[src/rtl/uepl_pkg.sv]
package uepl_pkg;

  // ****************************************************************
  // Endpoint addresses and packet size
  // ****************************************************************
  localparam logic [7:0] EP0_OUT_ADDR = 8'h00;
  localparam logic [7:0] EP0_IN_ADDR = 8'h80;
  localparam logic [7:0] EP1_OUT_ADDR = 8'h01;
  localparam logic [7:0] EP2_IN_ADDR = 8'h82;
  localparam logic [7:0] EP3_OUT_ADDR = 8'h03;
  localparam logic [7:0] EP3_IN_ADDR = 8'h83;
  localparam int EP_DIR_BIT = 7;
  localparam int CNT_W = 7;
  localparam logic [CNT_W-1:0] MAX_PKT = 7'h40;

  // ****************************************************************
  // Timing
  // ****************************************************************
  localparam int CLK_PERIOD_NS = 10;
  localparam int TICK_PERIOD_NS = 1000000;
  localparam int TICK_CYCLES = TICK_PERIOD_NS / CLK_PERIOD_NS;
  localparam int STRAP_SETTLE_NS = 1000;
  localparam int STRAP_SETTLE_INT =
    (STRAP_SETTLE_NS + CLK_PERIOD_NS - 1) / CLK_PERIOD_NS;
  localparam int SCNT_W = 8;
  localparam logic [SCNT_W-1:0] STRAP_SETTLE_CYC =
    SCNT_W'(STRAP_SETTLE_INT);

  // ****************************************************************
  // LED patterns, times in milliseconds
  // ****************************************************************
  localparam int MS_W = 10;
  localparam int PH_W = 4;
  localparam int BOOT_TOTAL_MS = 2000;
  localparam int BOOT_BLINKS = 6;
  localparam int FLASH_RATE_HZ = 4;
  localparam int CORRUPT_BLINKS = 3;
  localparam int FAIL_BLINKS = 5;
  localparam logic [MS_W-1:0] BOOT_HALF_MS =
    MS_W'(BOOT_TOTAL_MS / (2 * BOOT_BLINKS));
  localparam logic [MS_W-1:0] FLASH_HALF_MS =
    MS_W'(1000 / (2 * FLASH_RATE_HZ));
  localparam logic [MS_W-1:0] CORRUPT_HALF_MS = 10'h096;
  localparam logic [MS_W-1:0] CORRUPT_PAUSE_MS = 10'h3E8;
  localparam logic [MS_W-1:0] FAIL_HALF_MS = 10'h064;
  localparam logic [PH_W-1:0] BOOT_PHASES = PH_W'(2 * BOOT_BLINKS);
  localparam logic [PH_W-1:0] FLASH_PHASES = 4'h2;
  localparam logic [PH_W-1:0] CORRUPT_PHASES = PH_W'(2 * CORRUPT_BLINKS);
  localparam logic [PH_W-1:0] FAIL_PHASES = PH_W'(2 * FAIL_BLINKS);

  typedef enum logic [2:0] {
    M_BOOT, M_ON, M_FLASH, M_CORRUPT, M_FAIL, M_OFF
  } uepl_led_e;

  // ****************************************************************
  // Start-up mode codes
  // ****************************************************************
  localparam logic [1:0] START_NONE = 2'h0;
  localparam logic [1:0] START_APP = 2'h1;
  localparam logic [1:0] START_FLASH = 2'h2;

endpackage

[src/rtl/uepl_led.sv]
module uepl_led (
  input wire logic clk_in,
  input wire logic rst_n_in,
  input wire logic tick_in,
  input wire logic corrupt_in,
  input wire logic flash_in,
  input wire logic fail_in,
  output logic led_out
);

  uepl_pkg::uepl_led_e mode_q;
  uepl_pkg::uepl_led_e mode_d;
  uepl_pkg::uepl_led_e want;
  logic [uepl_pkg::PH_W-1:0] ph_q;
  logic [uepl_pkg::PH_W-1:0] ph_d;
  logic [uepl_pkg::MS_W-1:0] ms_q;
  logic [uepl_pkg::MS_W-1:0] ms_d;
  logic led_q;
  logic led_d;

  // Steady states fold into the pattern that leads to them
  function automatic uepl_pkg::uepl_led_e group(uepl_pkg::uepl_led_e m);
    case (m)
      uepl_pkg::M_ON: group = uepl_pkg::M_BOOT;
      uepl_pkg::M_OFF: group = uepl_pkg::M_FAIL;
      default: group = m;
    endcase
  endfunction

  function automatic logic [uepl_pkg::MS_W-1:0] half_len(
    uepl_pkg::uepl_led_e m, logic [uepl_pkg::PH_W-1:0] p);
    case (m)
      uepl_pkg::M_BOOT: half_len = uepl_pkg::BOOT_HALF_MS;
      uepl_pkg::M_FLASH: half_len = uepl_pkg::FLASH_HALF_MS;
      uepl_pkg::M_CORRUPT: half_len = (p < uepl_pkg::CORRUPT_PHASES) ?
        uepl_pkg::CORRUPT_HALF_MS : uepl_pkg::CORRUPT_PAUSE_MS;
      default: half_len = uepl_pkg::FAIL_HALF_MS;
    endcase
  endfunction

  function automatic logic lit(uepl_pkg::uepl_led_e m,
    logic [uepl_pkg::PH_W-1:0] p);
    case (m)
      uepl_pkg::M_ON: lit = 1'b1;
      uepl_pkg::M_CORRUPT: lit = (p < uepl_pkg::CORRUPT_PHASES) && !p[0];
      uepl_pkg::M_OFF: lit = 1'b0;
      default: lit = !p[0];
    endcase
  endfunction

  // ****************************************************************
  // Pattern sequencer
  // ****************************************************************
  always_comb
  begin
    mode_d = mode_q;
    ph_d = ph_q;
    ms_d = ms_q;
    if (corrupt_in)
      want = uepl_pkg::M_CORRUPT;
    else if (flash_in)
      want = uepl_pkg::M_FLASH;
    else if (fail_in)
      want = uepl_pkg::M_FAIL;
    else
      want = uepl_pkg::M_BOOT;
    if (want != group(mode_q))
    begin
      mode_d = want;
      ph_d = '0;
      ms_d = '0;
    end
    else if (tick_in && mode_q != uepl_pkg::M_ON &&
      mode_q != uepl_pkg::M_OFF)
    begin
      if (ms_q == half_len(mode_q, ph_q) - 1'b1)
      begin
        ms_d = '0;
        ph_d = ph_q + 1'b1;
        case (mode_q)
          uepl_pkg::M_BOOT:
          begin
            if (ph_q == uepl_pkg::BOOT_PHASES - 1'b1)
            begin
              mode_d = uepl_pkg::M_ON;
              ph_d = '0;
            end
          end
          uepl_pkg::M_FLASH:
          begin
            if (ph_q == uepl_pkg::FLASH_PHASES - 1'b1)
              ph_d = '0;
          end
          uepl_pkg::M_CORRUPT:
          begin
            if (ph_q == uepl_pkg::CORRUPT_PHASES)
              ph_d = '0;
          end
          default:
          begin
            if (ph_q == uepl_pkg::FAIL_PHASES - 1'b1)
            begin
              mode_d = uepl_pkg::M_OFF;
              ph_d = '0;
            end
          end
        endcase
      end
      else
        ms_d = ms_q + 1'b1;
    end
    led_d = lit(mode_d, ph_d);
  end

  always_ff @(posedge clk_in)
  begin
    if (!rst_n_in)
    begin
      mode_q <= uepl_pkg::M_BOOT;
      ph_q <= '0;
      ms_q <= '0;
      led_q <= 1'b1;
    end
    else
    begin
      mode_q <= mode_d;
      ph_q <= ph_d;
      ms_q <= ms_d;
      led_q <= led_d;
    end
  end

  assign led_out = led_q;

  property p_on_solid;
    @(posedge clk_in) disable iff (!rst_n_in)
    (mode_q == uepl_pkg::M_ON) [*2] |-> led_q && $stable(led_q);
  endproperty
  a_on_solid: assert property (p_on_solid)
    else $error("LED not solid after power-up blinks");

  property p_blink_on_tick;
    @(posedge clk_in) disable iff (!rst_n_in)
    ($changed(led_q) && $stable(mode_q) && mode_q == uepl_pkg::M_FLASH)
      |-> $past(tick_in);
  endproperty
  a_blink_on_tick: assert property (p_blink_on_tick)
    else $error("Flash blink changed without a tick");

  property p_corrupt_pause;
    @(posedge clk_in) disable iff (!rst_n_in)
    (mode_q == uepl_pkg::M_CORRUPT && ph_q == uepl_pkg::CORRUPT_PHASES)
      |-> !led_q;
  endproperty
  a_corrupt_pause: assert property (p_corrupt_pause)
    else $error("LED lit during corruption pause");

  property p_fail_off;
    @(posedge clk_in) disable iff (!rst_n_in)
    (mode_q == uepl_pkg::M_OFF && fail_in && !flash_in && !corrupt_in)
      |=> !led_q;
  endproperty
  a_fail_off: assert property (p_fail_off)
    else $error("LED not off after failed enumeration");

  property p_restart;
    @(posedge clk_in) disable iff (!rst_n_in)
    $rose(rst_n_in) |-> mode_q == uepl_pkg::M_BOOT && ph_q == '0 && led_q;
  endproperty
  a_restart: assert property (p_restart)
    else $error("Power-up pattern not restarted by reset");

endmodule

[src/rtl/uepl_tick.sv]
module uepl_tick #(
  parameter int DIV = 100000
) (
  input wire logic clk_in,
  input wire logic rst_n_in,
  output logic tick_out
);

  localparam int W = (DIV > 2) ? $clog2(DIV) : 1;

  logic [W-1:0] cnt_q;
  logic [W-1:0] cnt_d;
  logic tick_q;
  logic tick_d;

  // ****************************************************************
  // Prescaler
  // ****************************************************************
  always_comb
  begin
    if (cnt_q == W'(DIV - 1))
    begin
      cnt_d = '0;
      tick_d = 1'b1;
    end
    else
    begin
      cnt_d = cnt_q + 1'b1;
      tick_d = 1'b0;
    end
  end

  always_ff @(posedge clk_in)
  begin
    if (!rst_n_in)
    begin
      cnt_q <= '0;
      tick_q <= 1'b0;
    end
    else
    begin
      cnt_q <= cnt_d;
      tick_q <= tick_d;
    end
  end

  assign tick_out = tick_q;

  property p_tick_gap;
    @(posedge clk_in) disable iff (!rst_n_in)
    tick_q |=> !tick_q;
  endproperty
  a_tick_gap: assert property (p_tick_gap)
    else $error("Prescaler tick lasted two cycles");

endmodule

[src/rtl/uepl_top.sv]
module uepl_top #(
  parameter int TICK_DIV = uepl_pkg::TICK_CYCLES
) (
  input wire logic CORE_CLK_IN,
  input wire logic RST_N_IN,
  input wire logic SIE_TOK_VALID_IN,
  input wire logic [7:0] SIE_TOK_ADDR_IN,
  input wire logic SIE_RX_VALID_IN,
  input wire logic [7:0] SIE_RX_DATA_IN,
  input wire logic SIE_RX_LAST_IN,
  input wire logic SIE_TX_READY_IN,
  output logic SIE_TX_VALID_OUT,
  output logic [7:0] SIE_TX_DATA_OUT,
  output logic SIE_TX_LAST_OUT,
  output logic SIE_STALL_OUT,
  output logic SIE_NAK_OUT,
  output logic SIE_OVERSIZE_OUT,
  output logic CTRL_RX_VALID_OUT,
  output logic [7:0] CTRL_RX_DATA_OUT,
  output logic CTRL_RX_LAST_OUT,
  input wire logic CTRL_TX_VALID_IN,
  input wire logic [7:0] CTRL_TX_DATA_IN,
  input wire logic CTRL_TX_LAST_IN,
  output logic CTRL_TX_READY_OUT,
  output logic CMD_VALID_OUT,
  output logic [7:0] CMD_DATA_OUT,
  output logic CMD_LAST_OUT,
  input wire logic RSP_VALID_IN,
  input wire logic [7:0] RSP_DATA_IN,
  input wire logic RSP_LAST_IN,
  output logic RSP_READY_OUT,
  input wire logic STRM_VALID_IN,
  input wire logic [7:0] STRM_DATA_IN,
  output logic STRM_READY_OUT,
  input wire logic FLASH_MODE_IN,
  input wire logic MEM_CORRUPT_IN,
  input wire logic ENUM_FAIL_IN,
  output logic STATUS_LED_OUT,
  input wire logic SPECIAL_STRAP_PIN_IN,
  output logic FLEX_LINE_FOUR_OUT,
  output logic FLEX_LINE_FOUR_OE_OUT,
  output logic FLEX_LINE_FIVE_OUT,
  output logic FLEX_LINE_FIVE_OE_OUT,
  output logic [1:0] START_MODE_OUT,
  output logic STRAP_DONE_OUT
);

  typedef enum logic [2:0] {
    R_IDLE, R_OUT0, R_OUT1, R_DROP, R_IN0, R_IN2, R_IN3
  } uepl_route_e;

  typedef enum logic [1:0] {S_DRV_FOUR, S_DRV_FIVE, S_DONE} uepl_strap_e;

  uepl_route_e st_q, st_d;
  logic [uepl_pkg::CNT_W-1:0] cnt_q, cnt_d;
  logic tx_valid_q, tx_valid_d, tx_last_q, tx_last_d;
  logic [7:0] tx_data_q, tx_data_d;
  logic stall_q, stall_d, nak_q, nak_d, ovf_q, ovf_d;
  logic ctrl_rdy_q, ctrl_rdy_d, rsp_rdy_q, rsp_rdy_d;
  logic strm_rdy_q, strm_rdy_d;
  logic cmd_valid_q, cmd_valid_d, cmd_last_q, cmd_last_d;
  logic [7:0] cmd_data_q, cmd_data_d;
  logic crx_valid_q, crx_valid_d, crx_last_q, crx_last_d;
  logic [7:0] crx_data_q, crx_data_d;
  logic take;
  logic [7:0] src_data;
  logic src_last;

  // ****************************************************************
  // Endpoint router
  // ****************************************************************
  always_comb
  begin
    st_d = st_q;
    cnt_d = cnt_q;
    tx_valid_d = tx_valid_q;
    tx_data_d = tx_data_q;
    tx_last_d = tx_last_q;
    stall_d = 1'b0;
    nak_d = 1'b0;
    ovf_d = 1'b0;
    cmd_valid_d = 1'b0;
    cmd_data_d = cmd_data_q;
    cmd_last_d = cmd_last_q;
    crx_valid_d = 1'b0;
    crx_data_d = crx_data_q;
    crx_last_d = crx_last_q;
    take = 1'b0;
    src_data = STRM_DATA_IN;
    src_last = 1'b0;
    case (st_q)
      R_IN0:
      begin
        take = ctrl_rdy_q && CTRL_TX_VALID_IN;
        src_data = CTRL_TX_DATA_IN;
        src_last = CTRL_TX_LAST_IN;
      end
      R_IN2:
      begin
        take = rsp_rdy_q && RSP_VALID_IN;
        src_data = RSP_DATA_IN;
        src_last = RSP_LAST_IN;
      end
      R_IN3:
        take = strm_rdy_q && STRM_VALID_IN;
      default:
        take = 1'b0;
    endcase
    if (tx_valid_q && SIE_TX_READY_IN)
    begin
      tx_valid_d = 1'b0;
      if (tx_last_q)
        st_d = R_IDLE;
    end
    case (st_q)
      R_IDLE:
      begin
        if (SIE_TOK_VALID_IN)
        begin
          cnt_d = '0;
          case (SIE_TOK_ADDR_IN)
            uepl_pkg::EP0_OUT_ADDR: st_d = R_OUT0;
            uepl_pkg::EP1_OUT_ADDR: st_d = R_OUT1;
            uepl_pkg::EP0_IN_ADDR:
            begin
              if (CTRL_TX_VALID_IN)
                st_d = R_IN0;
              else
                nak_d = 1'b1;
            end
            uepl_pkg::EP2_IN_ADDR:
            begin
              if (RSP_VALID_IN)
                st_d = R_IN2;
              else
                nak_d = 1'b1;
            end
            uepl_pkg::EP3_IN_ADDR:
            begin
              if (STRM_VALID_IN)
                st_d = R_IN3;
              else
                nak_d = 1'b1;
            end
            default:
            begin
              // Dummy endpoint three OUT and unknown endpoints
              stall_d = 1'b1;
              if (!SIE_TOK_ADDR_IN[uepl_pkg::EP_DIR_BIT])
                st_d = R_DROP;
            end
          endcase
        end
      end
      R_OUT0, R_OUT1, R_DROP:
      begin
        if (SIE_RX_VALID_IN)
        begin
          if (st_q != R_DROP && cnt_q == uepl_pkg::MAX_PKT)
            ovf_d = 1'b1;
          else if (st_q == R_OUT1)
          begin
            cmd_valid_d = 1'b1;
            cmd_data_d = SIE_RX_DATA_IN;
            cmd_last_d = SIE_RX_LAST_IN;
            cnt_d = cnt_q + 1'b1;
          end
          else if (st_q == R_OUT0)
          begin
            crx_valid_d = 1'b1;
            crx_data_d = SIE_RX_DATA_IN;
            crx_last_d = SIE_RX_LAST_IN;
            cnt_d = cnt_q + 1'b1;
          end
          if (SIE_RX_LAST_IN)
            st_d = R_IDLE;
        end
      end
      R_IN0, R_IN2, R_IN3:
      begin
        if (take)
        begin
          tx_valid_d = 1'b1;
          tx_data_d = src_data;
          tx_last_d = src_last ||
            (cnt_q == uepl_pkg::MAX_PKT - 1'b1);
          cnt_d = cnt_q + 1'b1;
        end
      end
      default:
        st_d = R_IDLE;
    endcase
    ctrl_rdy_d = (st_d == R_IN0) && !tx_valid_d;
    rsp_rdy_d = (st_d == R_IN2) && !tx_valid_d;
    strm_rdy_d = (st_d == R_IN3) && !tx_valid_d;
  end

  always_ff @(posedge CORE_CLK_IN)
  begin
    if (!RST_N_IN)
    begin
      st_q <= R_IDLE;
      cnt_q <= '0;
      tx_valid_q <= 1'b0;
      tx_data_q <= 8'h00;
      tx_last_q <= 1'b0;
      stall_q <= 1'b0;
      nak_q <= 1'b0;
      ovf_q <= 1'b0;
      ctrl_rdy_q <= 1'b0;
      rsp_rdy_q <= 1'b0;
      strm_rdy_q <= 1'b0;
      cmd_valid_q <= 1'b0;
      cmd_data_q <= 8'h00;
      cmd_last_q <= 1'b0;
      crx_valid_q <= 1'b0;
      crx_data_q <= 8'h00;
      crx_last_q <= 1'b0;
    end
    else
    begin
      st_q <= st_d;
      cnt_q <= cnt_d;
      tx_valid_q <= tx_valid_d;
      tx_data_q <= tx_data_d;
      tx_last_q <= tx_last_d;
      stall_q <= stall_d;
      nak_q <= nak_d;
      ovf_q <= ovf_d;
      ctrl_rdy_q <= ctrl_rdy_d;
      rsp_rdy_q <= rsp_rdy_d;
      strm_rdy_q <= strm_rdy_d;
      cmd_valid_q <= cmd_valid_d;
      cmd_data_q <= cmd_data_d;
      cmd_last_q <= cmd_last_d;
      crx_valid_q <= crx_valid_d;
      crx_data_q <= crx_data_d;
      crx_last_q <= crx_last_d;
    end
  end

  assign SIE_TX_VALID_OUT = tx_valid_q;
  assign SIE_TX_DATA_OUT = tx_data_q;
  assign SIE_TX_LAST_OUT = tx_last_q;
  assign SIE_STALL_OUT = stall_q;
  assign SIE_NAK_OUT = nak_q;
  assign SIE_OVERSIZE_OUT = ovf_q;
  assign CTRL_TX_READY_OUT = ctrl_rdy_q;
  assign RSP_READY_OUT = rsp_rdy_q;
  assign STRM_READY_OUT = strm_rdy_q;
  assign CMD_VALID_OUT = cmd_valid_q;
  assign CMD_DATA_OUT = cmd_data_q;
  assign CMD_LAST_OUT = cmd_last_q;
  assign CTRL_RX_VALID_OUT = crx_valid_q;
  assign CTRL_RX_DATA_OUT = crx_data_q;
  assign CTRL_RX_LAST_OUT = crx_last_q;

  // ****************************************************************
  // Recovery strap detection
  // ****************************************************************
  uepl_strap_e sst_q, sst_d;
  logic [uepl_pkg::SCNT_W-1:0] scnt_q, scnt_d;
  logic seen_q, seen_d, four_q, four_d, five_q, five_d, oe_q, oe_d;
  logic done_q, done_d;
  logic [1:0] smode_q, smode_d;

  always_comb
  begin
    sst_d = sst_q;
    scnt_d = scnt_q + 1'b1;
    seen_d = seen_q;
    four_d = four_q;
    five_d = five_q;
    oe_d = oe_q;
    done_d = done_q;
    smode_d = smode_q;
    case (sst_q)
      S_DRV_FOUR:
      begin
        if (scnt_q == uepl_pkg::STRAP_SETTLE_CYC - 1'b1)
        begin
          seen_d = SPECIAL_STRAP_PIN_IN;
          scnt_d = '0;
          four_d = 1'b0;
          five_d = 1'b1;
          sst_d = S_DRV_FIVE;
        end
      end
      S_DRV_FIVE:
      begin
        if (scnt_q == uepl_pkg::STRAP_SETTLE_CYC - 1'b1)
        begin
          if (seen_q && !SPECIAL_STRAP_PIN_IN)
            smode_d = uepl_pkg::START_APP;
          else if (!seen_q && SPECIAL_STRAP_PIN_IN)
            smode_d = uepl_pkg::START_FLASH;
          else
            smode_d = uepl_pkg::START_NONE;
          scnt_d = '0;
          five_d = 1'b0;
          oe_d = 1'b0;
          done_d = 1'b1;
          sst_d = S_DONE;
        end
      end
      default:
        scnt_d = '0;
    endcase
  end

  always_ff @(posedge CORE_CLK_IN)
  begin
    if (!RST_N_IN)
    begin
      sst_q <= S_DRV_FOUR;
      scnt_q <= '0;
      seen_q <= 1'b0;
      four_q <= 1'b1;
      five_q <= 1'b0;
      oe_q <= 1'b1;
      done_q <= 1'b0;
      smode_q <= uepl_pkg::START_NONE;
    end
    else
    begin
      sst_q <= sst_d;
      scnt_q <= scnt_d;
      seen_q <= seen_d;
      four_q <= four_d;
      five_q <= five_d;
      oe_q <= oe_d;
      done_q <= done_d;
      smode_q <= smode_d;
    end
  end

  assign FLEX_LINE_FOUR_OUT = four_q;
  assign FLEX_LINE_FIVE_OUT = five_q;
  assign FLEX_LINE_FOUR_OE_OUT = oe_q;
  assign FLEX_LINE_FIVE_OE_OUT = oe_q;
  assign START_MODE_OUT = smode_q;
  assign STRAP_DONE_OUT = done_q;

  // ****************************************************************
  // Status LED
  // ****************************************************************
  logic tick;

  uepl_tick #(
    .DIV(TICK_DIV)
  ) u_tick (
    .clk_in(CORE_CLK_IN),
    .rst_n_in(RST_N_IN),
    .tick_out(tick)
  );

  uepl_led u_led (
    .clk_in(CORE_CLK_IN),
    .rst_n_in(RST_N_IN),
    .tick_in(tick),
    .corrupt_in(MEM_CORRUPT_IN),
    .flash_in(FLASH_MODE_IN),
    .fail_in(ENUM_FAIL_IN),
    .led_out(STATUS_LED_OUT)
  );

  // ****************************************************************
  // Checks
  // ****************************************************************
  property p_ctrl_rx_src;
    @(posedge CORE_CLK_IN) disable iff (!RST_N_IN)
    CTRL_RX_VALID_OUT |-> $past(st_q) == R_OUT0 && !CMD_VALID_OUT;
  endproperty
  a_ctrl_rx_src: assert property (p_ctrl_rx_src)
    else $error("Control data forwarded outside endpoint zero");

  property p_cmd_size;
    @(posedge CORE_CLK_IN) disable iff (!RST_N_IN)
    CMD_VALID_OUT |-> $past(cnt_q) < uepl_pkg::MAX_PKT;
  endproperty
  a_cmd_size: assert property (p_cmd_size)
    else $error("Command byte beyond packet size forwarded");

  property p_in_size;
    @(posedge CORE_CLK_IN) disable iff (!RST_N_IN)
    (SIE_TX_VALID_OUT && cnt_q == uepl_pkg::MAX_PKT) |-> SIE_TX_LAST_OUT;
  endproperty
  a_in_size: assert property (p_in_size)
    else $error("IN packet ran past its size limit");

  property p_dummy_stall;
    @(posedge CORE_CLK_IN) disable iff (!RST_N_IN)
    (st_q == R_IDLE && SIE_TOK_VALID_IN &&
      SIE_TOK_ADDR_IN == uepl_pkg::EP3_OUT_ADDR)
      |=> SIE_STALL_OUT && st_q == R_DROP;
  endproperty
  a_dummy_stall: assert property (p_dummy_stall)
    else $error("Dummy OUT endpoint not refused");

  property p_cmd_path;
    @(posedge CORE_CLK_IN) disable iff (!RST_N_IN)
    CMD_VALID_OUT |-> $past(st_q) == R_OUT1;
  endproperty
  a_cmd_path: assert property (p_cmd_path)
    else $error("Command taken from wrong endpoint");

  property p_stream_only;
    @(posedge CORE_CLK_IN) disable iff (!RST_N_IN)
    STRM_READY_OUT |-> !RSP_READY_OUT && !CTRL_TX_READY_OUT &&
      st_q == R_IN3;
  endproperty
  a_stream_only: assert property (p_stream_only)
    else $error("Stream endpoint open to response data");

  property p_strap_hold;
    @(posedge CORE_CLK_IN) disable iff (!RST_N_IN)
    $past(STRAP_DONE_OUT) |-> STRAP_DONE_OUT && $stable(START_MODE_OUT)
      && !FLEX_LINE_FOUR_OE_OUT;
  endproperty
  a_strap_hold: assert property (p_strap_hold)
    else $error("Start-up mode changed after strap sensing");

  property p_strap_time;
    @(posedge CORE_CLK_IN) disable iff (!RST_N_IN)
    $rose(FLEX_LINE_FIVE_OUT) |-> ##[1:300] STRAP_DONE_OUT;
  endproperty
  a_strap_time: assert property (p_strap_time)
    else $error("Strap sensing did not finish in time");

endmodule

[config.mk]
export PLATFORM = sky130hd
export DESIGN_NAME = uepl_top
export DESIGN_NICKNAME = d
export VERILOG_FILES = /design/src/rtl/uepl_pkg.sv /design/src/rtl/uepl_led.sv /design/src/rtl/uepl_tick.sv /design/src/rtl/uepl_top.sv
export SDC_FILE = /design/constraint.sdc
export NUM_CORES = 1
export LEC_CHECK = 0
export BUFFER_PORTS_ARGS = -buffer_cell sky130_fd_sc_hd__buf_2
export CORE_MARGIN = 1.5
export CORE_UTILIZATION = 55
export CTS_CLUSTER_SIZE = 12
export DETAILED_ROUTE_END_ITERATION = 10
export GPL_TIMING_DRIVEN = 0
export HOLD_SLACK_MARGIN = 0.08
export PLACE_DENSITY = 0.89
export REMOVE_ABC_BUFFERS = 1
export SLEW_MARGIN = 10
export SYNTH_ARGS = -nofsm -noshare
export SYNTH_HDL_FRONTEND = slang
export SYNTH_HIERARCHICAL = 1
export SYNTH_SLANG_ARGS = --single-unit
[constraint.sdc]
create_clock -name CORE_CLK_IN -period 4.3 [get_ports CORE_CLK_IN]
set_input_delay 0.86 -clock CORE_CLK_IN [delete_from_list [all_inputs] [get_ports CORE_CLK_IN]]
set_output_delay 0.86 -clock CORE_CLK_IN [all_outputs]
set_load 0.02 [all_outputs]
==> Word-level counts from Yosys, hierarchy flattened <==
Cells that the tools add are included.
{ "word_totals": {"mem_count": 0, "regBits": 99, "wordCells": 194, "in_bits": 55, "out_inout_bits": 44, "ram_bits": 0, "rom_bits": 0, "latch_bits": 0} }
{ "classes": {"magnitude_cmp": 2, "reduce_logical": 43, "n_mul": 0, "n_addsub": 6, "shift": 0, "n_bitwise": 6, "n_eq_ne": 41, "n_mux": 65, "n_div": 0} }
{ "ops": {"columns": ["cell", "n"], "rows": [
  ["3-bit 2-to-1 mux", 17],
  ["7-bit 2-to-1 mux", 6],
  ["10-bit 2-to-1 mux", 4],
  ["10-bit case mux with 3 select lines", 1],
  ["4-bit 2-to-1 mux", 7],
  ["3-bit equality test, second input constant", 8],
  ["8-bit equality test, second input constant", 3],
  ["7-bit case mux with 3 select lines", 1],
  ["17-bit by 1-bit adder with 17-bit output, second input constant", 1],
  ["17-bit equality test, second input constant", 1],
  ["8-bit case mux with 2 select lines", 1],
  ["3-bit by 2-bit equality test with 1-bit output, second input constant", 5],
  ["3-bit case mux with 5 select lines", 1],
  ["1-bit logical AND", 13],
  ["1-bit 2-to-1 mux", 13],
  ["2-bit inequality test, second input constant", 6],
  ["3-bit case mux with 2 select lines", 2],
  ["4-bit case mux with 3 select lines", 1],
  ["10-bit by 1-bit adder with 10-bit output, second input constant", 1],
  ["10-bit equality test", 1],
  ["5-bit OR reduction", 2],
  ["10-bit by 1-bit subtractor with 10-bit output, second input constant", 1],
  ["3-bit by 1-bit equality test with 1-bit output, second input constant", 3],
  ["1-bit case mux with 3 select lines", 3],
  ["other kinds (36)", 61]
]} }

==> Depth between registers and ports, before layout <==
Gate-level depths: netlist of the first run.
{ "logic_depth": {"depth_word": 13, "ltp_mapped": 13, "depth_no_buf": 11} }

==> Cells and area by module <==
Netlist of the first run, hierarchy kept.
{ "modules_own_cells": {"columns": ["mod", "area_each_um2", "seq_area_each_um2", "n_inst", "cells_per_inst"], "rows": [
  ["uepl_top", 2821.5, 1241.2, 1, 316],
  ["uepl_led", 1252.5, 360.3, 1, 160],
  ["uepl_tick", 799.5, 360.3, 1, 88]
]} }

==> Worst setup path after synthesis of the first run <==
No wires, ideal clock.
{ "synth_timing": {"path_type": "register -> register", "from": "register u_led/ph_q[2] (netlist name)", "to": "register u_led.led_q (netlist: u_led/led_out)", "required_ns": 4.173, "path_stages_with_launch": 14, "arrival_time_ns": 3.023, "path_slack_ns": 1.150, "n_path_buf": 2, "synth_period_minus_slack_ns": 3.150, "setup_ns": 0.127, "cell_sequence": "dfxtp_1 > buf_4 > a21oi_2 > a21oi_1 > or2_2 > ha_1 > xor2_1 > nor4_1 > o2111ai_1 > or4_1 > clkbuf_1 > or4b_4 > a211oi_2 > o211ai_1"} }
{ "synth_via": {"elab_chain_len": 13, "word_cells_on_any_way": 33, "classes_between": "2 x add/sub; 2 x order compare; 8 x eq/ne; 19 x mux; 2 x reduce/logical"} }
{ "synth_lines": {"columns": ["element", "line", "source"], "rows": [
  ["start, declared", "uepl_led.sv:14", "logic [uepl_pkg::PH_W-1:0] ph_q;"],
  ["start signal, assigned", "uepl_led.sv:127", "ph_q <= ph_d;"],
  ["4-bit by 3-bit less-than comparator with 1-bit output", "uepl_led.sv:35", "uepl_pkg::M_CORRUPT: half_len = (p < uepl_pkg::CORRUPT_PHASES) ?"],
  ["10-bit 2-to-1 mux", "uepl_led.sv:35", null],
  ["10-bit case mux with 3 select lines", "uepl_led.sv:32", "case (m)"],
  ["10-bit 2-to-1 mux", "uepl_led.sv:73", "else if (tick_in && mode_q != uepl_pkg::M_ON &&"],
  ["10-bit 2-to-1 mux", "uepl_led.sv:67", "if (want != group(mode_q))"],
  ["10-bit by 1-bit subtractor with 10-bit output", "uepl_led.sv:76", "if (ms_q == half_len(mode_q, ph_q) - 1'b1)"],
  ["10-bit equality test", "uepl_led.sv:76", null],
  ["4-bit 2-to-1 mux", "uepl_led.sv:76", null],
  ["4-bit 2-to-1 mux", "uepl_led.sv:73", null],
  ["4-bit 2-to-1 mux", "uepl_led.sv:67", null],
  ["4-bit by 3-bit less-than comparator with 1-bit output / 1-bit zero test (equally long branches)", "uepl_led.sv:45, uepl_led.sv:47", null],
  ["1-bit logical AND", "uepl_led.sv:45", "uepl_pkg::M_CORRUPT: lit = (p < uepl_pkg::CORRUPT_PHASES) && !p[0];"],
  ["1-bit case mux with 3 select lines *", "uepl_led.sv:43", "case (m)"],
  ["end signal, assigned", "uepl_led.sv:129", "led_q <= led_d;"],
  ["end, declared", "uepl_led.sv:18", "logic led_q;"]
]} }
Every way passes the cells marked *; elsewhere a longest branch is shown, timed or not. The select of a mux whose other input is x is not followed.
A chain may end at the register's enable or synchronous reset.

==> Worst setup path after layout of the first run <==
{ "layout_timing": {"from": "register u_led.mode_q[0]", "to": "register u_led.led_q (netlist: u_led/led_out)"} }
{ "layout_via": {"elab_chain_len": 12, "word_cells_on_any_way": 34, "classes_between": "1 x add/sub; 1 x order compare; 11 x eq/ne; 15 x mux; 6 x reduce/logical"} }
{ "layout_lines": {"columns": ["element", "line", "source"], "rows": [
  ["start, declared", "uepl_led.sv:11", "uepl_pkg::uepl_led_e mode_q;"],
  ["start signal, assigned", "uepl_led.sv:119", "mode_q <= uepl_pkg::M_BOOT;"],
  ["start signal, assigned", "uepl_led.sv:126", "mode_q <= mode_d;"],
  ["3-bit by 2-bit equality test with 1-bit output / 3-bit zero test (equally long branches)", "uepl_led.sv:32, uepl_led.sv:80", null],
  ["10-bit case mux with 3 select lines", "uepl_led.sv:32", null],
  ["10-bit 2-to-1 mux", "uepl_led.sv:73", null],
  ["10-bit 2-to-1 mux", "uepl_led.sv:67", null],
  ["10-bit by 1-bit subtractor with 10-bit output", "uepl_led.sv:76", null],
  ["10-bit equality test", "uepl_led.sv:76", null],
  ["4-bit 2-to-1 mux", "uepl_led.sv:76", null],
  ["4-bit 2-to-1 mux", "uepl_led.sv:73", null],
  ["4-bit 2-to-1 mux", "uepl_led.sv:67", null],
  ["4-bit by 3-bit less-than comparator with 1-bit output / 1-bit zero test (equally long branches)", "uepl_led.sv:45, uepl_led.sv:47", null],
  ["1-bit logical AND", "uepl_led.sv:45", null],
  ["1-bit case mux with 3 select lines *", "uepl_led.sv:43", null]
]} }
Marked as above.

==> impl_results.md, run 1 <==
- Total negative slack: 0 ns
- Max-Cap Viols: 0
- Initial antenna violation count: 0
- Max Root-Sink Buffers: 2
- Antenna diodes: 0
- CTS H-Tree Depth: 3
- Area Growth Syn to Fin: 14.56%
- Most area-hungry cell type in the Yosys netlist: sky130_fd_sc_hd__dfxtp_1
- Critical path endpoint category: register
- Total gr overflow: 0
- Ratio of routed vias to standard cells: 5.780
- Register area share after synthesis: 40.26%
- Power density of the placed cells: 309.0 mW/mm2
- Count of buffers from port buffering: 98
- Actual transition at the worst max-transition pin: 1.155 ns
- Worst max-slew margin expressed relative to the limit: 22.51%
- Die W: 97.13 um
- Ports placed on the boundary: 99
- Worst setup slack for register-to-register paths: 0.52 ns
- Core outline area: 0.008636 mm2
- Overall fraction of global-route tracks in use: 23.31%
- Number of enable flip-flop cells after synthesis: 0
- Unrepaired setup endpoints after global routing: false
- First-pass GRT wire length: 18310 um
- Clock tree from TritonCTS: built
- Initial Util: 56.43%
- Cells resized by post-CTS repair: 0
- Final wirelength: 11160 um
- Root buffer cell: sky130_fd_sc_hd__clkbuf_8
- First-pass detailed-route iteration total: 5
- Post-CTS setup-driven buffer insertion count: 0
- Category of the worst setup path launch point: register
- CTS clock-pin slew for the worst setup and hold paths: 0.09 ns
- Source-to-sink clock delay at the later pin of the worst-skew pair: 0.37 ns
- Hold Fails Final Rpt: 0
- Die boundary height: 97.13 um
- Leakage power: 2.289 nW
- Kind of critical path: reg2reg
- Vias in the first global route: 4180
- DR iter-0 viols: 256
- Placed Area: 0.005381 mm2
- Count of endpoints failing setup in the final report: 0
- CP Cell Sequence: and2_1 > a21oi_1 > or2_2 > ha_1 > xor2_1 > nor4_1 > o2111ai_1 > nor4_1 > o221ai_1 > a31o_2 > o211ai_1
- Final worst-path cycle share: 87.91%
- Worst hold margin: 0.4572 ns
- Number of buffers added by the clock tree synthesis step: 9
- Critical Path Most Common Cell: sky130_fd_sc_hd__nor4_1
- Syn Area/Cell: 8.641 um2
- Routed len/inst: 14.62 um
- Final total power: 0.001725 W
- Clock Skews: 0.01334 ns
- Die footprint: 0.009434 mm2
- CTS sink cnt: 98
- Commonest cells after routing, fill and taps aside: sky130_fd_sc_hd__dfxtp_1, sky130_fd_sc_hd__buf_2, sky130_fd_sc_hd__nor2_1, sky130_fd_sc_hd__mux2i_1, sky130_fd_sc_hd__nand2_1
- Slowest-stage cell, CP: sky130_fd_sc_hd__nor4_1
- Number of slew-limit violations in the final report: 0
- Worst vdd ir: 0.1901 mV
- Top_reg_cell synth: sky130_fd_sc_hd__dfxtp_1
- Largest fanout on the critical path: 16
- Post-layout minimum cycle time: 3.780 ns
- #FFs+latches synth: 98
- Crit path required time: 4.58 ns
- Maximum number of pins on one net before global-route repair: 37
- Share of final-layout standard cells stronger than drive strength 1: 20.00%
- Instance count of the mapped netlist: 564
- Number of warning messages in the yosys log: 6
- Number of rows in the core area: 34
- Number of nets still failing antenna checks after routing: 0
- Post-synthesis async set-or-reset flop share: 0%
- Synth top area share: 40.26%
- Routability cong.: 0.8714
- Post-route DRC violation count: 0
- Count of cell types in the netlist: 70
- Post-route non-filler standard cell count: 763
- Placed wire-length estimate after detailed placement: 8149 um
- Post-CTS Hold Buffers: 0
- Biggest area contributors in the synthesized netlist: sky130_fd_sc_hd__dfxtp_1, sky130_fd_sc_hd__mux2i_1, sky130_fd_sc_hd__nor2_1
- Number of nets in the finished design: 714
- Cells after DPL: 747
- WP data arrival: 4.06 ns
- Result of the run: complete, no violations
- Total standard cell area after synthesis: 0.004873 mm2
- Total number of vias: 4410
- HP Class: reg2reg
- Final std cell area, no fill: 0.005583 mm2
- Maximum achievable frequency: 264.5 MHz
- CP max stage delay: 0.90 ns
==> registers in the layout, indices dropped and copies added, names as in the netlist, 2 cells and up <==
signal	flops
u_led/ph_q	4
SIE_TX_DATA_OUT	8
sst_q	2
CTRL_RX_DATA_OUT	8
st_q	3
cnt_q	7
u_tick/cnt_q	17
CMD_DATA_OUT	8
u_led/ms_q	10
u_led/mode_q	3
scnt_q	8
START_MODE_OUT	2
==> cell families (layout without fill, tap and decap cells) <==
logic type               after synthesis  count (layout)  synth area share (%)
multiplexers                          43              43                 8.857
flip-flops                            98              98                 40.26
XOR/XNOR                              33              33                 5.931
buffers and inverters                 47             138                 4.262
AND/OR/NAND/NOR                      252             252                 26.88
adder cells (fa/ha/maj)                9               9                 2.311
AO/OA/AOI/OAI                         82              82                 11.50
==> layout make-up <==
class | count | area [um2]
Clock buffer | 10 | 127.6
Tap cell | 108 | 135.1
Fill cell | 691 | 3053
Timing Repair Buffer | 98 | 490.5
Inverter | 24 | 90.09
Sequential cell | 98 | 1962
Multi-Input combinational cell | 419 | 2704
Clock inverter | 6 | 73.82
==> final timing paths <==
| kind | startpoint | cells after the start | endpoint |
|---|---|---|---|
| max reg2reg | u_led/mode_q[0]$_SDFF_PN0_ | 11 | u_led/led_out$_SDFF_PN1_ |
| min reg2reg | scnt_q[0]$_SDFF_PP0_ | 1 | scnt_q[0]$_SDFF_PP0_ |
| min | scnt_q[0]$_SDFF_PP0_ | 1 | scnt_q[0]$_SDFF_PP0_ |
| max | u_led/mode_q[0]$_SDFF_PN0_ | 11 | u_led/led_out$_SDFF_PN1_ |
==> routing by layer <==
layer / global-route usage, % / part of all wire [%] / routed length [um]
met1: 27.08 / 42 / 4644
met2: 39.97 / 50 / 5614
met3: 3.885 / 4.6 / 515
met4: 14.49 / 3.4 / 383
met5: 0 / 0 / 0
==> power breakdown <==
group          switching (W)  internal (W)  total [W]  leakage, nW
clock network       0.000328      0.000276   0.000604       0.0950
registers          0.0000243      0.000923   0.000947        0.793
logic              0.0000989     0.0000749   0.000174         1.40
==> per-stage QoR <==
step	worst slack [ns]	utilization [%]
after floorplan	1.117	-
after global placement	0.8262	62.32
after detailed placement	0.6281	62.32
after CTS	0.5868	64.65
after global routing	0.2800	64.65
final	0.5197	64.65
==> cells in the mapped netlist, types with 4 or more instances <==
library cell                n
sky130_fd_sc_hd__or4_1      8
sky130_fd_sc_hd__nand3b_1   8
sky130_fd_sc_hd__o31ai_1    6
sky130_fd_sc_hd__a31oi_1    4
sky130_fd_sc_hd__clkbuf_1   8
sky130_fd_sc_hd__mux2i_1   42
sky130_fd_sc_hd__ha_1       9
sky130_fd_sc_hd__nor2_1    93
sky130_fd_sc_hd__nand2_1   34
sky130_fd_sc_hd__o21a_1     4
sky130_fd_sc_hd__o21ai_0   21
sky130_fd_sc_hd__buf_2     10
sky130_fd_sc_hd__nand3_1   28
sky130_fd_sc_hd__nand4_1   11
sky130_fd_sc_hd__xnor2_1   20
sky130_fd_sc_hd__dfxtp_1   98
sky130_fd_sc_hd__a21oi_1   20
sky130_fd_sc_hd__nor3_1    10
sky130_fd_sc_hd__nor2b_1    7
sky130_fd_sc_hd__and2_1     5
sky130_fd_sc_hd__nor4_1     9
sky130_fd_sc_hd__nand2b_1   9
sky130_fd_sc_hd__inv_1     23
sky130_fd_sc_hd__xor2_1    13
==> worst max-delay path: cells and delay by family, from the launching register on <==
family,cells,cell delay [ns]
fa+ha+maj,1,0.20
xor+xnor,1,0.16
compound gates,5,1.00
simple gates,4,1.70
flops,1,0.66
Note: power is estimated with default switching activity, not from simulation.
==> run 2, diff against run 1 <==
--- a/config.mk
+++ b/config.mk
@@ -7,12 +7,12 @@
 export LEC_CHECK = 0
 export BUFFER_PORTS_ARGS = -buffer_cell sky130_fd_sc_hd__buf_2
 export CORE_MARGIN = 1.5
-export CORE_UTILIZATION = 55
+export CORE_UTILIZATION = 50
 export CTS_CLUSTER_SIZE = 12
 export DETAILED_ROUTE_END_ITERATION = 10
 export GPL_TIMING_DRIVEN = 0
 export HOLD_SLACK_MARGIN = 0.08
-export PLACE_DENSITY = 0.89
+export PLACE_DENSITY = 0.88
 export REMOVE_ABC_BUFFERS = 1
 export SLEW_MARGIN = 10
 export SYNTH_ARGS = -nofsm -noshare
==> constraint.sdc (replaced) <==
create_clock -name CORE_CLK_IN -period 3.16 [get_ports CORE_CLK_IN]
set_input_delay 0.632 -clock CORE_CLK_IN [delete_from_list [all_inputs] [get_ports CORE_CLK_IN]]
set_output_delay 0.632 -clock CORE_CLK_IN [all_outputs]
set_load 0.02 [all_outputs]
==> run 2 against run 1 <==
Against the previous run:
- first-iteration DRC count is 7.0% lower
- clock power is 44% higher
- largest cell class unchanged
- register-to-register slack worse by 0.44 ns
- highest routed layer unchanged
==> impl_results.md, run 2 (synthesis gave the netlist of run 1 again) <==
- Antenna diodes: 0
- Final worst-path cycle share: 97.51%
- Actual transition at the worst max-transition pin: 1.074 ns
- HP Class: reg2reg
- Max Root-Sink Buffers: 2
- Count of buffers from port buffering: 98
- Final total power: 0.002417 W
- Total gr overflow: 0
- Kind of critical path: reg2reg
- Unrepaired setup endpoints after global routing: false
- CP Cell Sequence: and2_1 > a21oi_1 > or2_2 > ha_1 > xor2_2 > o211a_1 > o2111ai_2 > or4_4 > or4b_4 > a211oi_2 > o211ai_1
- DR iter-0 viols: 238
- First-pass GRT wire length: 19490 um
- Initial antenna violation count: 0
- Routability cong.: 0.9115
- Power density of the placed cells: 418.1 mW/mm2
- Share of final-layout standard cells stronger than drive strength 1: 23.42%
- Reg with most FFs: u_tick/cnt_q
- First-pass detailed-route iteration total: 5
- Worst vdd ir: 0.2702 mV
- Number of rows in the core area: 35
- Leakage power: 2.372 nW
- Ratio of routed vias to standard cells: 5.683
- Post-CTS Hold Buffers: 0
- CTS sink cnt: 98
- Die footprint: 0.01035 mm2
- Die boundary height: 101.7 um
- Crit path buffers/inverters: 0
- Number of nets in the finished design: 725
- Flip-flop count of the largest register after layout: 17
- Commonest cells after routing, fill and taps aside: sky130_fd_sc_hd__buf_2, sky130_fd_sc_hd__dfxtp_1, sky130_fd_sc_hd__nor2_1, sky130_fd_sc_hd__mux2i_1, sky130_fd_sc_hd__nand2_1
- Hold Fails Final Rpt: 0
- Total negative slack: 0 ns
- Number of fill cells: 760
- Critical path endpoint category: register
- Maximum achievable frequency: 324.5 MHz
- Number of nets still failing antenna checks after routing: 0
- Maximum number of pins on one net before global-route repair: 37
- Largest regs: u_tick/cnt_q: 17 flops, u_led/ms_q: 10 flops
- Source-to-sink clock delay at the later pin of the worst-skew pair: 0.37 ns
- Routed len/inst: 15.16 um
- Count of endpoints failing setup in the final report: 0
- Die W: 101.7 um
- Number of slew-limit violations in the final report: 0
- Final design utilization: 61.99%
- CTS H-Tree Depth: 3
- Setup Slack @ Placement: -0.5048 ns
- CTS clock-pin slew for the worst setup and hold paths: 0.10 ns
- Post-layout worst setup margin: 0.07864 ns
- Max-Cap Viols: 0
- Core outline area: 0.009328 mm2
- Category of the worst setup path launch point: register
- CP max stage delay: 0.50 ns
- Overall fraction of global-route tracks in use: 23.49%
- Number of buffers added by the clock tree synthesis step: 9
- Clock tree from TritonCTS: built
- Slowest-stage cell, CP: sky130_fd_sc_hd__or4b_4
- Ports placed on the boundary: 99
- Largest fanout on the critical path: 5
- Root buffer cell: sky130_fd_sc_hd__clkbuf_8
- Final wirelength: 12050 um
- Crit path required time: 3.41 ns
- WP data arrival: 3.34 ns
- Clock Skews: 0.01770 ns
- Area Growth Syn to Fin: 18.64%
- Post-layout minimum cycle time: 3.081 ns
- Post-route DRC violation count: 0
- Initial Util: 52.25%
- Result of the run: complete, no violations
- Commonest non-fill, non-tap cell in the layout: sky130_fd_sc_hd__buf_2
- Vias in the first global route: 4251
- Worst max-slew margin expressed relative to the limit: 28.30%
- Total number of vias: 4518
- Crit path max-delay family: simple AND/OR/NAND/NOR gates
- Placed wire-length estimate after detailed placement: 8281 um
[run 2: changes by cell type in the layout (fill, tap and decap cells not counted), sizes merged]
cell	delta
buf	+11
clkinv	+2
inv	+1
clkinvlp	-2
clkbuf	-1
[run 2: path summary, 6_finish.rpt]
kind / start / to / slack [ns] / cells past startpoint
worst max-delay path: u_led/mode_q[1]$_SDFF_PN0_ / u_led/led_out$_SDFF_PN1_ / 0.08 / 11
worst max register to register: u_led/mode_q[1]$_SDFF_PN0_ / u_led/led_out$_SDFF_PN1_ / 0.08 / 11
worst min-delay path: scnt_q[0]$_SDFF_PP0_ / scnt_q[0]$_SDFF_PP0_ / 0.45 / 1
worst min register to register: scnt_q[0]$_SDFF_PP0_ / scnt_q[0]$_SDFF_PP0_ / 0.45 / 1
[run 2: what timing repair did]
item,in CTS,in global routing
setup buffers,11,0
endpoints found under the setup margin,16,9
resized for setup,13,5
pin swaps,5,3
[run 2: per-layer routing]
| metal | wire, um | track usage [%] |
|---|---|---|
| met1 | 5142 | 29.44 |
| met2 | 5910 | 40.21 |
| met3 | 670 | 3.520 |
| met4 | 331 | 9.936 |
| met5 | 0 | 0 |
[run 2: power breakdown]
| part | leakage (nW) | internal, W | total (W) | switching [W] |
|---|---|---|---|---|
| registers | 0.796 | 0.00126 | 0.00128 | 0.0000290 |
| clock network | 0.111 | 0.000389 | 0.000872 | 0.000483 |
| logic | 1.47 | 0.000112 | 0.000261 | 0.000149 |
| total | 2.37 | 0.00176 | 0.00242 | 0.000660 |
[run 2: area by class of cell]
class	count	area [um2]	area share (%)
well taps	129	161.4	2.792
repair buffers	109	573.1	9.911
inverters	24	90.09	1.558
flip-flops and latches	98	1976	34.17
clock inverters	7	95.09	1.645
multi-input cells	419	2763	47.78
clock buffers	9	123.9	2.142
[run 2: worst register-to-register path, delay by kind of cell (launching register included)]
family	cells	cell delay (ns)
simple gates	4	1.40
compound gates	5	0.76
flops	1	0.39
fa+ha+maj	1	0.21
xor+xnor	1	0.20
[run 2: metrics by stage]
step	area [um2]	hold slack [ns]	std cells
after floorplan	4756	0.4132	541
after global placement	5408	0.4233	768
after detailed placement	5408	0.4353	768
after CTS	5748	0.4495	795
after global routing	5782	0.4681	795
final	5782	0.4461	795
==> run 3, diff against run 2 <==
--- a/config.mk
+++ b/config.mk
@@ -5,16 +5,17 @@
 export SDC_FILE = /design/constraint.sdc
 export NUM_CORES = 1
 export LEC_CHECK = 0
+export ABC_AREA = 1
 export BUFFER_PORTS_ARGS = -buffer_cell sky130_fd_sc_hd__buf_2
 export CORE_MARGIN = 1.5
-export CORE_UTILIZATION = 50
+export CORE_UTILIZATION = 51
 export CTS_CLUSTER_SIZE = 12
 export DETAILED_ROUTE_END_ITERATION = 10
 export GPL_TIMING_DRIVEN = 0
 export HOLD_SLACK_MARGIN = 0.08
 export PLACE_DENSITY = 0.88
 export REMOVE_ABC_BUFFERS = 1
-export SLEW_MARGIN = 10
+export SLEW_MARGIN = 25
 export SYNTH_ARGS = -nofsm -noshare
 export SYNTH_HDL_FRONTEND = slang
 export SYNTH_HIERARCHICAL = 1
==> run 3 against run 2 <==
Against the previous run:
- synthesized area increased by 13%
- die area is 10% higher
- via count is 18% higher
==> impl_results.md, run 3 <==
- Routability cong.: 0.8996
- Final worst-path cycle share: 78.54%
- Number of enable flip-flop cells after synthesis: 0
- Setup Slack @ Placement: 0.7246 ns
- Hold Fails Final Rpt: 0
- Number of rows in the core area: 37
- Ratio of routed vias to standard cells: 5.103
- First-pass GRT wire length: 21330 um
- Leakage power: 2.855 nW
- Commonest non-fill, non-tap cell in the layout: sky130_fd_sc_hd__nand2_1
- Actual transition at the worst max-transition pin: 0.7965 ns
- Area of the multi-input gates: 0.003005 mm2
- Routed len/inst: 11.69 um
- Count of buffers from port buffering: 98
- Core outline area: 0.01037 mm2
- Max Root-Sink Buffers: 2
- CTS clock-pin slew for the worst setup and hold paths: 0.11 ns
- Area fraction in compound gates after synthesis: 9.991%
- Origin of the worst min-delay path: CMD_LAST_OUT$_SDFFE_PN0P_
- Multiplexer area fraction after synthesis: 0%
- Total negative slack: 0 ns
- Sequential cell area: 0.001962 mm2
- Number of buffers added by the clock tree synthesis step: 9
- Crit path max-delay family: simple AND/OR/NAND/NOR gates
- Initial antenna violation count: 0
- Antenna diodes: 0
- Placed Area: 0.006048 mm2
- Slowest-stage cell, CP: sky130_fd_sc_hd__dfxtp_1
- Top cells by count, synth: sky130_fd_sc_hd__nand2_1, sky130_fd_sc_hd__inv_1, sky130_fd_sc_hd__dfxtp_1
- Clock Skews: 0.01550 ns
- XOR/XNOR share of the synthesized area: 2.395%
- Flip-flop count of the largest register after layout: 17
- Root buffer cell: sky130_fd_sc_hd__clkbuf_8
- Unrepaired setup endpoints after global routing: false
- Critical Path Most Common Cell: sky130_fd_sc_hd__nand2_1
- CTS sink cnt: 98
- Placed wire-length estimate after detailed placement: 9283 um
- Commonest cells after routing, fill and taps aside: sky130_fd_sc_hd__nand2_1, sky130_fd_sc_hd__inv_1, sky130_fd_sc_hd__dfxtp_1, sky130_fd_sc_hd__buf_2, sky130_fd_sc_hd__nor2_1
- Number of warning messages in the yosys log: 6
- CP Cell Sequence: nand3_1 > nand2_2 > nand2_4 > ha_1 > inv_1 > nand2_1 > nand2_1 > inv_1 > nand2_1 > nand2_2 > nor2_4 > nand4_4 > nand2_1 > inv_1 > nor2_1 > nand2_1 > nand3_1 > nand3_1
- Critical path startpoint: u_led/mode_q[1]$_SDFF_PN0_
- Simple-gate share of the synthesized area: 40.35%
- Instance count of the mapped netlist: 810
- Number of fill cells: 957
- Maximum number of pins on one net before global-route repair: 35
- Ports placed on the boundary: 99
- Syn Area/Cell: 6.772 um2
- Crit path buffers/inverters: 3
- Die footprint: 0.01139 mm2
- Vias in the first global route: 4907
- Post-CTS setup-driven buffer insertion count: 0
- Largest fanout on the critical path: 7
- Source-to-sink clock delay at the later pin of the worst-skew pair: 0.38 ns
- Crit path required time: 3.43 ns
- Result of the run: complete, no violations
- DR iter-0 viols: 408
- Total standard cell area after synthesis: 0.005485 mm2
- Die boundary height: 106.7 um
- Top_reg_cell synth: sky130_fd_sc_hd__dfxtp_1
- Initial Util: 52.90%
- Max-Cap Viols: 0
- Total gr overflow: 0
- Power density of the placed cells: 395.1 mW/mm2
- Post-layout worst setup margin: 0.6782 ns
- Area Growth Syn to Fin: 13.91%
- Number of nets in the finished design: 970
- Post-route DRC violation count: 0
- Critical path endpoint category: register
- Share of final-layout standard cells stronger than drive strength 1: 20.64%
- Count of cell types in the netlist: 50
- Maximum achievable frequency: 402.9 MHz
- Most area-hungry cell type in the Yosys netlist: sky130_fd_sc_hd__dfxtp_1
- HP Class: reg2reg
- Total number of vias: 5343
- First-pass detailed-route iteration total: 5
- Final wirelength: 12240 um
- Kind of critical path: reg2reg
- Most instantiated library cell after synthesis: sky130_fd_sc_hd__nand2_1
- Post-synthesis async set-or-reset flop share: 0%
- Largest family of logic cells by synthesized area: simple AND/OR/NAND/NOR gates
- CP max stage delay: 0.50 ns
- Reg with most FFs: u_tick/cnt_q
- Post-layout minimum cycle time: 2.482 ns
- Biggest area contributors in the synthesized netlist: sky130_fd_sc_hd__dfxtp_1, sky130_fd_sc_hd__nand2_1, sky130_fd_sc_hd__inv_1
- Largest regs: u_tick/cnt_q: 17 flops, u_led/ms_q: 10 flops
- Worst max-slew margin expressed relative to the limit: 46.84%
- CTS H-Tree Depth: 3
- Cells resized by post-CTS repair: 0
- Post-CTS Hold Buffers: 0
- WP data arrival: 2.75 ns
- Synth top area share: 35.77%
- Final total power: 0.002469 W
- Category of the worst setup path launch point: register
- Clock tree from TritonCTS: built
- Number of nets still failing antenna checks after routing: 0
- Worst reg2reg path startpoint: u_led/mode_q[1]$_SDFF_PN0_
- #FFs+latches synth: 98
- Worst vdd ir: 0.2063 mV
- Synth Area in Adders: 2.053%
- Count of endpoints failing setup in the final report: 0
- Die W: 106.7 um
- Number of slew-limit violations in the final report: 0
- Final std cell area, no fill: 0.006248 mm2
- Register area share after synthesis: 35.77%
- Overall fraction of global-route tracks in use: 22.53%
run 3: final timing paths:
kind                                     to  slack, ns  cells past startpoint
setup / recovery   u_led/led_out$_SDFF_PN1_       0.68                     18
hold / removal    CMD_LAST_OUT$_SDFFE_PN0P_       0.45                      2
setup reg to reg   u_led/led_out$_SDFF_PN1_       0.68                     18
hold reg to reg   CMD_LAST_OUT$_SDFFE_PN0P_       0.45                      2
run 3: worst min-delay path, cell delays in order (launching register included):
cell	delay, ns
sky130_fd_sc_hd__dfxtp_1	0.32
sky130_fd_sc_hd__inv_1	0.04
sky130_fd_sc_hd__a21oi_1	0.05
run 3: power by group:
group          internal (W)  total (W)  switching, W
clock              0.000317   0.000814      0.000497
sequential          0.00126    0.00130     0.0000307
combinational      0.000124   0.000360      0.000235
run 3: metal layers:
metal / up-vias / GRT usage [%] / share of wire [%]
met5: - / 0 / 0
met1: 2402 / 28.91 / 45
met2: 154 / 38.83 / 48
li1: 2768 / - / -
met3: 19 / 4.073 / 5.4
met4: 0 / 6.095 / 1.2
run 3: cells by family after synthesis:
family	Yosys count
and+or+nand+nor	470
buffers and inverters	123
DFF	98
AOI/OAI and AO/OA	95
xor gates and xnor gates	15
adders and majority gates	9
run 3: layout make-up:
class                      instances  area share, %
multi-input combinational        589          48.10
inverter                         110          6.728
sequential                        98          31.40
clock inverter                     7          1.221
timing repair buffer              98          7.849
tap                              136          2.723
clock buffer                       9          1.982
run 3: stage by stage:
step                      hold WS [ns]  utilization (%)  instances
after floorplan                 0.4175                -        797
after global placement          0.4287            58.33       1031
after detailed placement        0.4372            58.33       1031
after CTS                       0.4532            60.26       1047
after global routing            0.4723            60.26       1047
final                           0.4514            60.26       1047
